`config.mk`:
```
export PLATFORM = sky130hd
export DESIGN_NAME = i2c_eeprom_otp_write_read_ctrl
export DESIGN_NICKNAME = d
export VERILOG_FILES = /design/src/hdl/eeprom_ctrl_pkg.sv /design/src/hdl/two_wire_pin_sync.sv /design/src/hdl/i2c_eeprom_otp_write_read_ctrl.sv
export SDC_FILE = /design/constraint.sdc
export NUM_CORES = 1
export LEC_CHECK = 0
export BUFFER_PORTS_ARGS = -buffer_cell sky130_fd_sc_hd__buf_4
export CAP_MARGIN = 20
export CORE_MARGIN = 3
export CORE_UTILIZATION = 35
export DETAILED_ROUTE_END_ITERATION = 8
export GPL_TIMING_DRIVEN = 1
export SYNTH_ARGS = -nofsm -noshare
export SYNTH_HDL_FRONTEND = slang
export SYNTH_SLANG_ARGS = --single-unit
```
`constraint.sdc`:
```
create_clock -name i_ref_clk -period 3.5 [get_ports i_ref_clk]
set_input_delay 0 -clock i_ref_clk [delete_from_list [all_inputs] [get_ports i_ref_clk]]
set_output_delay 0 -clock i_ref_clk [all_outputs]
set_load 0.02 [all_outputs]
```
`src/hdl/eeprom_ctrl_pkg.sv`:
```
/*
 Constants, timing and state encodings shared by the two-wire memory controller files.
 Assumes a 125 MHz reference clock and a bus master that drives the serial clock line.
*/
package eeprom_ctrl_pkg;
    localparam int ADDR_W = 15;
    localparam int OTP_AW = 6;
    localparam int PAGE_AW = 5;
    localparam int TMR_W = 16;
    localparam int PIN_N = 6;
    localparam int PIN_SCL = 0;
    localparam int PIN_SDA = 1;
    localparam int PIN_SEL0 = 2;
    localparam int PIN_WP = 5;
    localparam logic [3:0] CODE_ARRAY = 4'ha;
    localparam logic [3:0] CODE_OTP = 4'hb;
    localparam logic [ADDR_W-1:0] MEM_LAST = 15'h0fff;
    localparam logic [3:0] BIT_LAST = 4'h7;
    localparam logic [3:0] BIT_ACK = 4'h8;
    localparam logic [3:0] BIT_ARM = 4'hf;
    localparam logic [6:0] WCNT_FULL = 7'h40;
    // Arbitrary neutral fill for the factory half of the one-time area
    localparam logic [7:0] FACTORY_FILL = 8'h00;
    localparam int CLK_PERIOD_NS = 8;
    localparam int BYTE_WR_NS = 60000;
    localparam int BYTE_WR_CYC = BYTE_WR_NS / CLK_PERIOD_NS;
    typedef enum logic [2:0] {
        ST_IDLE, ST_CTRL, ST_ADDR_HI, ST_ADDR_LO, ST_WDATA, ST_RSTART, ST_RDATA, ST_IGNORE
    } bus_state_e;
endpackage

```
`src/hdl/two_wire_pin_sync.sv`:
```
/*
 Two-flop synchronisers for the bus and strap pins, plus clock edge and START/STOP detection.
 Assumes the pins are asynchronous to i_ref_clk and change far slower than it.
*/
`timescale 1ns/100ps
module two_wire_pin_sync #(
    parameter int N = eeprom_ctrl_pkg::PIN_N
) (
    input wire logic i_ref_clk,
    input wire logic i_resetn,
    input wire logic [N-1:0] i_pins,
    output logic [N-1:0] o_level,
    output logic o_scl_rise,
    output logic o_scl_fall,
    output logic o_start,
    output logic o_stop
);
    import eeprom_ctrl_pkg::*;
    logic [N-1:0] s1_q;
    logic [N-1:0] s2_q;
    logic [N-1:0] s3_q;
    logic [N-1:0] s1_d;
    logic [N-1:0] s2_d;
    logic [N-1:0] s3_d;

    // One chain per pin
    for (genvar g = 0; g < N; g++)
    begin : g_sync
        always_comb
        begin
            s1_d[g] = i_pins[g];
            s2_d[g] = s1_q[g];
            s3_d[g] = s2_q[g];
        end
        always_ff @(posedge i_ref_clk or negedge i_resetn)
        begin
            if (!i_resetn)
            begin
                // Idle high level, so no false edge follows reset
                s1_q[g] <= 1'b1;
                s2_q[g] <= 1'b1;
                s3_q[g] <= 1'b1;
            end
            else
            begin
                s1_q[g] <= s1_d[g];
                s2_q[g] <= s2_d[g];
                s3_q[g] <= s3_d[g];
            end
        end
    end

    assign o_level = s2_q;
    assign o_scl_rise = s2_q[PIN_SCL] & ~s3_q[PIN_SCL];
    assign o_scl_fall = ~s2_q[PIN_SCL] & s3_q[PIN_SCL];
    // Data edges while the clock stays high
    assign o_start = s2_q[PIN_SCL] & s3_q[PIN_SCL] & ~s2_q[PIN_SDA] & s3_q[PIN_SDA];
    assign o_stop = s2_q[PIN_SCL] & s3_q[PIN_SCL] & s2_q[PIN_SDA] & ~s3_q[PIN_SDA];
endmodule

```
`src/hdl/i2c_eeprom_otp_write_read_ctrl.sv`:
```
/*
 Command logic of a two-wire serial memory slave: one-time area write, write protect,
 busy polling and the three read forms over one shared address pointer.
 Assumes the main array sits outside and answers i_rd_data for o_rd_addr in the same clock.
*/
// Functional notes
// - One-time user area accepts a single executed write, then locks; the lock here is volatile, and reset clears it.
// - Control code 1011 selects one-time area writes, 1010 main array.
// - STOP after one-time write programs buffered bytes from transmitted address.
// - One-time writes use low six address bits, upper bits forced zero.
// - Beyond 64 bytes the 64-byte buffer wraps, overwriting earliest bytes.
// - Pointer wraps to first byte of one-time area during its writes.
// - No control byte acknowledge while the internal write runs.
// - First buffered byte at transmitted address, following bytes consecutive.
// - Write protect high: ack everything, no cycle, no lock, stay ready.
// - Blocked writes still load and advance pointer within the page.
// - Bytes programmed one after another, one byte time each.
// - Write protect high blocks all writes, low allows them; here main array writes only move the pointer and are never programmed.
// - Write protect sampled only at STOP of each write command.
// - Master polls with write control bytes until the device acknowledges.
// - Direction bit one requests a read; three read forms supported.
// - One pointer serves both main array and one-time area.
// - Pointer holds last address plus one, rolling over to zero.
// - Read control byte acked, byte at pointer sent, STOP ends sending.
// - Random read: address write, repeated START, read from loaded pointer.
// - Master ack fetches next byte; pointer steps per byte; nack ends.
// - Control byte: code, three select bits matching pins, direction bit.
// - Address high then low byte follow; fifteen address bits used.
// - Matching control byte and received bytes acked low on ninth clock.
`timescale 1ns/100ps
module i2c_eeprom_otp_write_read_ctrl #(
    parameter int BYTE_WR_CYC = eeprom_ctrl_pkg::BYTE_WR_CYC
) (
    input wire logic i_ref_clk,
    input wire logic i_resetn,
    input wire logic i_scl,
    input wire logic i_sda,
    output logic o_sda_o,
    output logic o_sda_oe_n,
    input wire logic i_select_pin_bit0,
    input wire logic i_select_pin_bit1,
    input wire logic i_select_pin_bit2,
    input wire logic i_write_protect,
    output logic [eeprom_ctrl_pkg::ADDR_W-1:0] o_rd_addr,
    input wire logic [7:0] i_rd_data,
    output logic o_busy,
    output logic o_otp_locked
);
    import eeprom_ctrl_pkg::*;
    localparam logic [TMR_W-1:0] TMR_LAST = TMR_W'(BYTE_WR_CYC - 1);

    logic [PIN_N-1:0] lvl;
    logic re;
    logic fe;
    logic start;
    logic stop;
    logic sda;
    logic wp;
    logic [2:0] sel;
    bus_state_e state_q, state_d;
    logic [3:0] cnt_q, cnt_d;
    logic [7:0] shift_q, shift_d;
    logic [7:0] tx_q, tx_d;
    logic oe_n_q, oe_n_d;
    logic mack_q, mack_d;
    logic otp_q, otp_d;
    logic [7:0] addr_hi_q, addr_hi_d;
    logic [ADDR_W-1:0] ptr_q, ptr_d;
    logic [OTP_AW-1:0] start_q, start_d;
    logic [6:0] wcnt_q, wcnt_d;
    logic [OTP_AW-1:0] widx_q, widx_d;
    logic busy_q, busy_d;
    logic locked_q, locked_d;
    logic [6:0] pidx_q, pidx_d;
    logic [TMR_W-1:0] tmr_q, tmr_d;
    logic buf_we;
    logic mem_we;
    logic cycle_go;
    logic sel_ok;
    logic [15:0] addr_full;
    logic [7:0] rd_byte;
    logic [OTP_AW-1:0] mem_addr;
    logic [7:0] wbuf [0:(1<<OTP_AW)-1];
    logic [7:0] otp_mem [0:(1<<OTP_AW)-1];

    two_wire_pin_sync #(.N(PIN_N)) u_sync (
        .i_ref_clk(i_ref_clk),
        .i_resetn(i_resetn),
        .i_pins({i_write_protect, i_select_pin_bit2, i_select_pin_bit1,
                 i_select_pin_bit0, i_sda, i_scl}),
        .o_level(lvl),
        .o_scl_rise(re),
        .o_scl_fall(fe),
        .o_start(start),
        .o_stop(stop)
    );

    assign sda = lvl[PIN_SDA];
    assign wp = lvl[PIN_WP];
    assign sel = lvl[PIN_SEL0+2:PIN_SEL0];
    assign addr_full = {addr_hi_q, shift_q};

    // Page step for writes: one-time area wraps in 64, array in its 32-byte page
    function automatic logic [ADDR_W-1:0] page_inc(input logic [ADDR_W-1:0] p,
                                                  input logic otp);
        logic [OTP_AW-1:0] lo6;
        logic [PAGE_AW-1:0] lo5;
        lo6 = p[OTP_AW-1:0] + 1'b1;
        lo5 = p[PAGE_AW-1:0] + 1'b1;
        if (otp)
            page_inc = {{(ADDR_W-OTP_AW){1'b0}}, lo6};
        else
            page_inc = {p[ADDR_W-1:PAGE_AW], lo5};
    endfunction

    // Read step with roll-over after the last address
    function automatic logic [ADDR_W-1:0] seq_inc(input logic [ADDR_W-1:0] p);
        if (p == MEM_LAST)
            seq_inc = '0;
        else
            seq_inc = p + 1'b1;
    endfunction

    // Read source: both areas through the one pointer
    always_comb
    begin
        if (!otp_q)
            rd_byte = i_rd_data;
        else if (ptr_q[OTP_AW])
            rd_byte = FACTORY_FILL;
        else
            rd_byte = otp_mem[ptr_q[OTP_AW-1:0]];
    end

    assign sel_ok = (shift_q[7:4] == CODE_ARRAY || shift_q[7:4] == CODE_OTP)
                    && shift_q[3:1] == sel && !busy_q;
    assign cycle_go = stop && state_q == ST_WDATA && otp_q && wcnt_q != 7'h00
                      && !wp && !locked_q;

    // Bus engine
    always_comb
    begin
        state_d = state_q;
        cnt_d = cnt_q;
        shift_d = shift_q;
        tx_d = tx_q;
        oe_n_d = oe_n_q;
        mack_d = mack_q;
        otp_d = otp_q;
        addr_hi_d = addr_hi_q;
        ptr_d = ptr_q;
        start_d = start_q;
        wcnt_d = wcnt_q;
        widx_d = widx_q;
        buf_we = 1'b0;
        if (start)
        begin
            state_d = ST_CTRL;
            cnt_d = BIT_ARM;
            oe_n_d = 1'b1;
        end
        else if (stop)
        begin
            state_d = ST_IDLE;
            oe_n_d = 1'b1;
        end
        else
        begin
            if (re)
            begin
                if (cnt_q < BIT_ACK)
                    shift_d = {shift_q[6:0], sda};
                else if (cnt_q == BIT_ACK && state_q == ST_RDATA)
                begin
                    mack_d = !sda;
                    ptr_d = seq_inc(ptr_q);
                end
            end
            if (fe)
            begin
                if (cnt_q == BIT_ARM)
                    cnt_d = 4'h0;
                else if (state_q == ST_RDATA)
                begin
                    if (cnt_q < BIT_LAST)
                    begin
                        cnt_d = cnt_q + 4'h1;
                        tx_d = {tx_q[6:0], 1'b0};
                        oe_n_d = tx_q[6];
                    end
                    else if (cnt_q == BIT_LAST)
                    begin
                        cnt_d = BIT_ACK;
                        oe_n_d = 1'b1;
                    end
                    else if (mack_q)
                    begin
                        cnt_d = 4'h0;
                        tx_d = rd_byte;
                        oe_n_d = rd_byte[7];
                    end
                    else
                        state_d = ST_IGNORE;
                end
                else if (state_q != ST_IDLE && state_q != ST_IGNORE)
                begin
                    if (cnt_q < BIT_LAST)
                        cnt_d = cnt_q + 4'h1;
                    else if (cnt_q == BIT_LAST)
                    begin
                        cnt_d = BIT_ACK;
                        oe_n_d = 1'b0;
                        case (state_q)
                            ST_CTRL:
                            begin
                                if (sel_ok)
                                begin
                                    otp_d = shift_q[7:4] == CODE_OTP;
                                    wcnt_d = 7'h00;
                                    widx_d = '0;
                                    state_d = shift_q[0] ? ST_RSTART : ST_ADDR_HI;
                                end
                                else
                                begin
                                    oe_n_d = 1'b1;
                                    state_d = ST_IGNORE;
                                end
                            end
                            ST_ADDR_HI:
                            begin
                                addr_hi_d = shift_q;
                                state_d = ST_ADDR_LO;
                            end
                            ST_ADDR_LO:
                            begin
                                start_d = shift_q[OTP_AW-1:0];
                                if (otp_q)
                                    ptr_d = {{(ADDR_W-OTP_AW){1'b0}},
                                             shift_q[OTP_AW-1:0]};
                                else
                                    ptr_d = addr_full[ADDR_W-1:0];
                                state_d = ST_WDATA;
                            end
                            ST_WDATA:
                            begin
                                buf_we = 1'b1;
                                widx_d = widx_q + 1'b1;
                                if (wcnt_q != WCNT_FULL)
                                    wcnt_d = wcnt_q + 7'h01;
                                ptr_d = page_inc(ptr_q, otp_q);
                            end
                            default:
                                oe_n_d = 1'b1;
                        endcase
                    end
                    else
                    begin
                        cnt_d = 4'h0;
                        oe_n_d = 1'b1;
                        if (state_q == ST_RSTART)
                        begin
                            tx_d = rd_byte;
                            oe_n_d = rd_byte[7];
                            state_d = ST_RDATA;
                        end
                    end
                end
            end
        end
    end

    always_ff @(posedge i_ref_clk or negedge i_resetn)
    begin
        if (!i_resetn)
        begin
            state_q <= ST_IDLE;
            cnt_q <= BIT_ARM;
            shift_q <= 8'h00;
            tx_q <= 8'h00;
            oe_n_q <= 1'b1;
            mack_q <= 1'b0;
            otp_q <= 1'b0;
            addr_hi_q <= 8'h00;
            ptr_q <= '0;
            start_q <= '0;
            wcnt_q <= 7'h00;
            widx_q <= '0;
        end
        else
        begin
            state_q <= state_d;
            cnt_q <= cnt_d;
            shift_q <= shift_d;
            tx_q <= tx_d;
            oe_n_q <= oe_n_d;
            mack_q <= mack_d;
            otp_q <= otp_d;
            addr_hi_q <= addr_hi_d;
            ptr_q <= ptr_d;
            start_q <= start_d;
            wcnt_q <= wcnt_d;
            widx_q <= widx_d;
        end
    end

    // Internal write cycle, one byte time per buffered byte
    assign mem_addr = start_q + pidx_q[OTP_AW-1:0];

    always_comb
    begin
        busy_d = busy_q;
        locked_d = locked_q;
        pidx_d = pidx_q;
        tmr_d = tmr_q;
        mem_we = 1'b0;
        if (cycle_go)
        begin
            busy_d = 1'b1;
            locked_d = 1'b1;
            pidx_d = 7'h00;
            tmr_d = '0;
        end
        else if (busy_q)
        begin
            if (tmr_q == TMR_LAST)
            begin
                tmr_d = '0;
                mem_we = 1'b1;
                pidx_d = pidx_q + 7'h01;
                if (pidx_q + 7'h01 == wcnt_q)
                    busy_d = 1'b0;
            end
            else
                tmr_d = tmr_q + 1'b1;
        end
    end

    always_ff @(posedge i_ref_clk or negedge i_resetn)
    begin
        if (!i_resetn)
        begin
            busy_q <= 1'b0;
            locked_q <= 1'b0;
            pidx_q <= 7'h00;
            tmr_q <= '0;
        end
        else
        begin
            busy_q <= busy_d;
            locked_q <= locked_d;
            pidx_q <= pidx_d;
            tmr_q <= tmr_d;
        end
    end

    // Storage without reset
    always_ff @(posedge i_ref_clk)
    begin
        if (buf_we)
            wbuf[widx_q] <= shift_q;
        if (mem_we)
            otp_mem[mem_addr] <= wbuf[pidx_q[OTP_AW-1:0]];
    end

    assign o_sda_o = 1'b0;
    assign o_sda_oe_n = oe_n_q;
    assign o_rd_addr = ptr_q;
    assign o_busy = busy_q;
    assign o_otp_locked = locked_q;

    // Checks
    int busy_len;
    always_ff @(posedge i_ref_clk or negedge i_resetn)
    begin
        if (!i_resetn)
            busy_len <= 0;
        else if (cycle_go)
            busy_len <= 0;
        else if (busy_q)
            busy_len <= busy_len + 1;
    end
endmodule

```
# Word level (Yosys, flattened, before mapping)
# Memories as Yosys holds them, arrays and structs flattened.
# Index checks and enable logic that the tools add are counted.
[classes]
eq_ne = 33
mux = 94
reduce_logical = 41
n_shift = 0
magnitude_cmp = 2
bitwise_logic = 17
n_mul = 0
div = 0
n_addsub = 9
[ops]
columns = ["op", "n"]
rows = [
  ["$mux W15", 12],
  ["$mux W7", 13],
  ["$mux W16", 3],
  ["$mux W4", 11],
  ["$mux W3", 14],
  ["$mux W1", 33],
  ["$pmux W15 S2", 1],
  ["$reduce_and A10 Y1", 3],
  ["$reduce_and A9 Y1", 2],
  ["$add A16 B1 Y16 const B", 1],
  ["$eq A16 B13 Y1 const B", 1],
  ["$eq A4 B4 Y1 const B", 4],
  ["$mux W8", 2],
  ["$add A15 B1 Y15 const B", 1],
  ["$eq A15 B12 Y1 const B", 1],
  ["$add A7 B1 Y7 const B", 2],
  ["$pmux W7 S2", 1],
  ["$add A6 B1 Y6 const B", 2],
  ["$ne A4 B4 Y1 const B", 3],
  ["$ne A6 B3 Y1 const B", 2],
  ["$pmux W6 S2", 1],
  ["$reduce_bool A2 Y1", 6],
  ["$reduce_and A11 Y1", 1],
  ["$ne A2 B2 Y1 const B", 5],
  ["35 further kinds", 71],
]
[totals]
memories = 2
ram_bits = 1024
ff_bits = 105
latch_bits = 0
romBits = 0
wordCells = 229
output_inout_bits = 19
[mem_list]
columns = ["name", "depth", "word_bits", "rd", "rd_ports_with_merged_regs", "wr", "line_no", "text"]
rows = [
  ["otp_mem", 64, 8, 1, 0, 1, "i2c_eeprom_otp_write_read_ctrl.sv:84", "logic [7:0] otp_mem [0:(1<<OTP_AW)-1];"],
  ["wbuf", 64, 8, 1, 0, 1, "i2c_eeprom_otp_write_read_ctrl.sv:83", "logic [7:0] wbuf [0:(1<<OTP_AW)-1];"],
]

# Logic depth before layout (Yosys ltp)
[depth]
depth_word = 14
mapped_depth = 11
mapped_depth_nobuf = 8

# Hierarchy
# A second synthesis with hierarchy kept.
[unflattened]
cells_unflattened = 2383
area_unflattened_um2 = 45690.1
[by_module_without_submodules]
columns = ["module", "seq_area_each_um2", "n_inst", "area_per_inst_um2", "cells_each"]
rows = [
  ["i2c_eeprom_otp_write_read_ctrl", 33032.9, 1, 45289.7, 2365],
  ["two_wire_pin_sync", 367.9, 1, 400.4, 18],
]

# Worst setup path before layout
# No wires, ideal clock.
[synth_timing]
path_kind = "register to register"
startpoint = "register pidx_q[0]"
endpoint = "memory otp_mem[0][4] (data pin)"
setup_slack_ns = 0.518
t_arrival_ns = 2.613
stages_incl_launch_ff = 7
n_path_buf = 3
required_time_ns = 3.131
period_less_slack_ns = 2.982
setup_ns = 0.369
path_cell_list = "dfrtp_1 -> clkbuf_1 -> buf_6 -> buf_4 -> mux4_2 -> mux4_2 -> mux4_2"
[synth_via]
elab_chain_len = 1
[synth_rtl]
columns = ["item", "line_no", "text"]
rows = [
  ["start, declared", "i2c_eeprom_otp_write_read_ctrl.sv:74", "logic [6:0] pidx_q, pidx_d;"],
  ["start signal, assigned", "i2c_eeprom_otp_write_read_ctrl.sv:351", "pidx_q <= pidx_d;"],
  ["$mem_v2 Z64 W8", "--", ""],
  ["end, declared", "i2c_eeprom_otp_write_read_ctrl.sv:84", ""],
]
# Every way passes these cells.

# Final worst setup path
[layout_timing]
startpoint = "register wcnt_q[5]"
endpoint = "memory otp_mem[48][6], enable pin"
[layout_via]
elab_chain_len = 7
[layout_rtl]
columns = ["item", "line_no", "text"]
rows = [
  ["start, declared", "i2c_eeprom_otp_write_read_ctrl.sv:70", "logic [6:0] wcnt_q, wcnt_d;"],
  ["start signal, assigned", "i2c_eeprom_otp_write_read_ctrl.sv:301", "wcnt_q <= wcnt_d;"],
  ["$reduce_bool A7 Y1", "i2c_eeprom_otp_write_read_ctrl.sv:137", "assign cycle_go = stop && state_q == ST_WDATA && otp_q && wcnt_q != 7'h00"],
  ["$logic_and A1 B1 Y1", "i2c_eeprom_otp_write_read_ctrl.sv:137", ""],
  ["$logic_and A1 B1 Y1 (2 in a row)", "i2c_eeprom_otp_write_read_ctrl.sv:138", "&& !wp && !locked_q;"],
  ["$mux W1", "i2c_eeprom_otp_write_read_ctrl.sv:316", "if (cycle_go)"],
  ["$mux W1", "i2c_eeprom_otp_write_read_ctrl.sv:361", "if (mem_we)"],
  ["$mux W1 (implied by the code)", "i2c_eeprom_otp_write_read_ctrl.sv:362", "otp_mem[mem_addr] <= wbuf[pidx_q[OTP_AW-1:0]];"],
]
# Every way passes these cells.

==> run summary <==
Post-DP HPWL -> 67,700 um
Leak -> 16.7 nW
Residual DRC -> 0
Nets -> 2,613
drt pass-1 iters -> 6
H-tree lvl count -> 3
Yosys cell types -> 74
Post-CTS Setup Bufs -> 0
M1 WL -> 45,400 um
critical path class -> reg2reg
top_reg_cell synth -> edfxtp_1
met3 wire length -> 7630 um
Die ar. -> 135,000 sq um
Pwr Total -> 32.4 mW
DP Worst Slack -> 0.0766 ns
Setup crit end kind -> flip-flop
CTS max path bufs -> 3
critical path startpoint category -> flip-flop
initial antenna violation count -> 2
Sum Neg Setup Slack -> 0 ns
fin util -> 41.5%
Hold Fails Final Rpt -> 5
Max Fclk -> 301 MHz
remaining antenna violation count after routing -> 0
Synth Area in Compound Gates -> 2.44%
Final Slew Violations -> 0
Starting Density -> 35.5%
Via density -> 5.30
clock skew -> 0.0593 ns
Fill cells -> 11,164
most common cell after layout, fill and taps aside -> edfxtp_1
first-pass GRT wire length -> 161,000 um
cells after synthesis -> 2,332
total gr overflow -> 0
final WL -> 107,000 um
# Max-Cap Violations -> 0
GRT Overall Usage -> 15.9%
highest routed layer -> met5
relative slew slack -> 39.6%
worst hold margin -> -0.00407 ns
drt wl/cell -> 24.4 um
post-route setup slack -> 0.180 ns
reg2reg path depth -> 9
Core Footprint -> 128,000 sq um
GPL Wtd Cong -> 0.833
status -> complete, but fails checks
die height -> 367 um
DRT iter0 DRCs -> 2,547
ys async rst share -> 9.30%
routed length on met2 -> 51,700 um
post-synthesis simple-gate area fraction -> 5.05%
number of synthesized flops with an enable pin -> 1,024
CP max FO -> 9
adder-cell share of the synthesized area -> 0.401%
die width -> 367 um
Mapped Area -> 45,600 sq um
Final Cell Area -> 53,300 sq um
xor-xnor portion of the synthesized cell area -> 0.788%
main combinational cell family by area after synthesis -> multiplexers
clock sinks -> 1,129
Ys Warns -> 0
CP arrival -> 3.69 ns
most frequent cells in the layout -> edfxtp_1 (1,024), mux4_2 (304), buf_4 (219)
Top Ports -> 35
post-synthesis sequential area ratio -> 73.3%
worst path required time -> 3.87 ns
min-delay worst type -> in2async
number of buffers created by CTS -> 109
power per cell area -> 608 nW/um^2
vias in the first global route -> 24,137
maximum vdd drop -> 0.558 mV
number of synthesized register bits -> 1,129
syn avg cell area -> 19.5 sq um
Tightest Pin Transition -> 0.900 ns
layout cells sized above 1 -> 29.9%
syn_nets -> 2,362
multiplexer area fraction after synthesis -> 16.6%
row count -> 131
violations in the final reports -> negative hold slack
CTS root buffer -> clkbuf_16
latest clock arrival within the worst-skew pair -> 0.72 ns
Clock Pin Slew Worst Setup and Hold Paths -> 0.07 ns
Period minus WS final -> 3.32 ns
largest net degree at the start of global routing -> 70
cell area after placement -> 49,300 sq um
unrepaired setup endpoints after global routing -> no
Final period util -> 94.9%
vias -> 23,338
# setup viols final -> 0
number of port buffers -> 33
TritonCTS clock tree -> yes
Area Overhead vs Synth -> 16.9%
## power by group
part           switching [mW]  leakage, nW  internal [mW]
combinational            2.56         4.36           1.71
clock                    5.04         1.82           6.97
sequential              0.459         10.5           15.7
total                    8.06         16.7           24.3
## kinds of logic (layout without fill, tap and decap cells)
logic type | after synthesis | after routing
flip-flops | 1129 | 1129
adder cells (fa/ha/maj) | 14 | 14
XOR/XNOR | 41 | 41
multiplexers | 373 | 373
AND/OR/NAND/NOR | 460 | 460
buffers and inverters | 137 | 482
other | 1 | 2
AO/OA/AOI/OAI | 177 | 177
## cells in the mapped netlist, types with 23 or more instances
cell	n	area, sq um
xnor2_1	27	236
dfrtp_1	86	2150
buf_2	24	120
nand2_1	75	282
o21ai_0	52	260
mux2i_1	48	480
buf_1	23	86.3
edfxtp_1	1024	30700
nor3_1	81	405
nand3_1	60	300
mux4_2	304	6850
clkbuf_1	57	214
nor2_1	131	492
a21oi_1	33	165
## flip-flops by register name (all words and copies together), names as in the netlist, 7 cells and up
name	flops
otp_mem	512
wbuf	512
tmr_q	16
o_rd_addr	15
shift_q	8
addr_hi_q	7
pidx_q	7
tx_q	7
wcnt_q	7
## timing repair
item	CTS	global route
hold buffers	21	0
gates resized for setup	0	13
setup endpoints to repair	0	468
hold endpoints to repair	75	0
## final cells by class
type,count,area (sq um),share of cell area (%)
sequential,1129,33400,62.8
multi-input combinational,1066,11600,21.8
clock buffer,143,3020,5.67
timing repair buffer,264,2330,4.37
tap,1729,2160,4.06
clock inverter,62,668,1.25
inverter,13,48.8,0.0916
antenna,1,2.50,0.00470
## critical path, cell delays in order, from the launching register on
cell     delay (ns)
dfrtp_1        0.47
nor4_2         0.37
and3b_1        0.34
nor2_1         0.16
buf_4          0.22
nor3_1         0.21
buf_4          0.17
nand2_1        0.37
nor3_1         0.42
buf_4          0.23
## through the flow
stage | std cells | hold WS [ns]
final | 4407 | -0.00407
after global routing | 4406 | 0.0727
after CTS | 4406 | 0.0279
after detailed placement | 4180 | 0.110
after global placement | 4179 | 0.108
after floorplan | 2332 | -0.296
## final timing paths
kind | from | to | slack, ns
max | wcnt_q[5] | otp_mem[48][6] | 0.18
min | i_resetn | tmr_q[6] | -0.004
max reg2reg | wcnt_q[5] | otp_mem[48][6] | 0.18
min reg2reg | u_sync.s1_q[0] | u_sync.o_level[0] | 0.35
max in group asynchronous | i_resetn | start_q[0] | 2.59
min in group i_ref_clk | i_rd_data[6] | tx_q[6] | 0.21
## per-layer routing
layer / vias up / track usage (%)
li1: 10078 / -
met1: 12370 / 21.7
met2: 711 / 25.5
met3: 177 / 3.91
met4: 2 / 4.34
met5: - / 0
No activity file was read; power rests on OpenSTA's default activity.
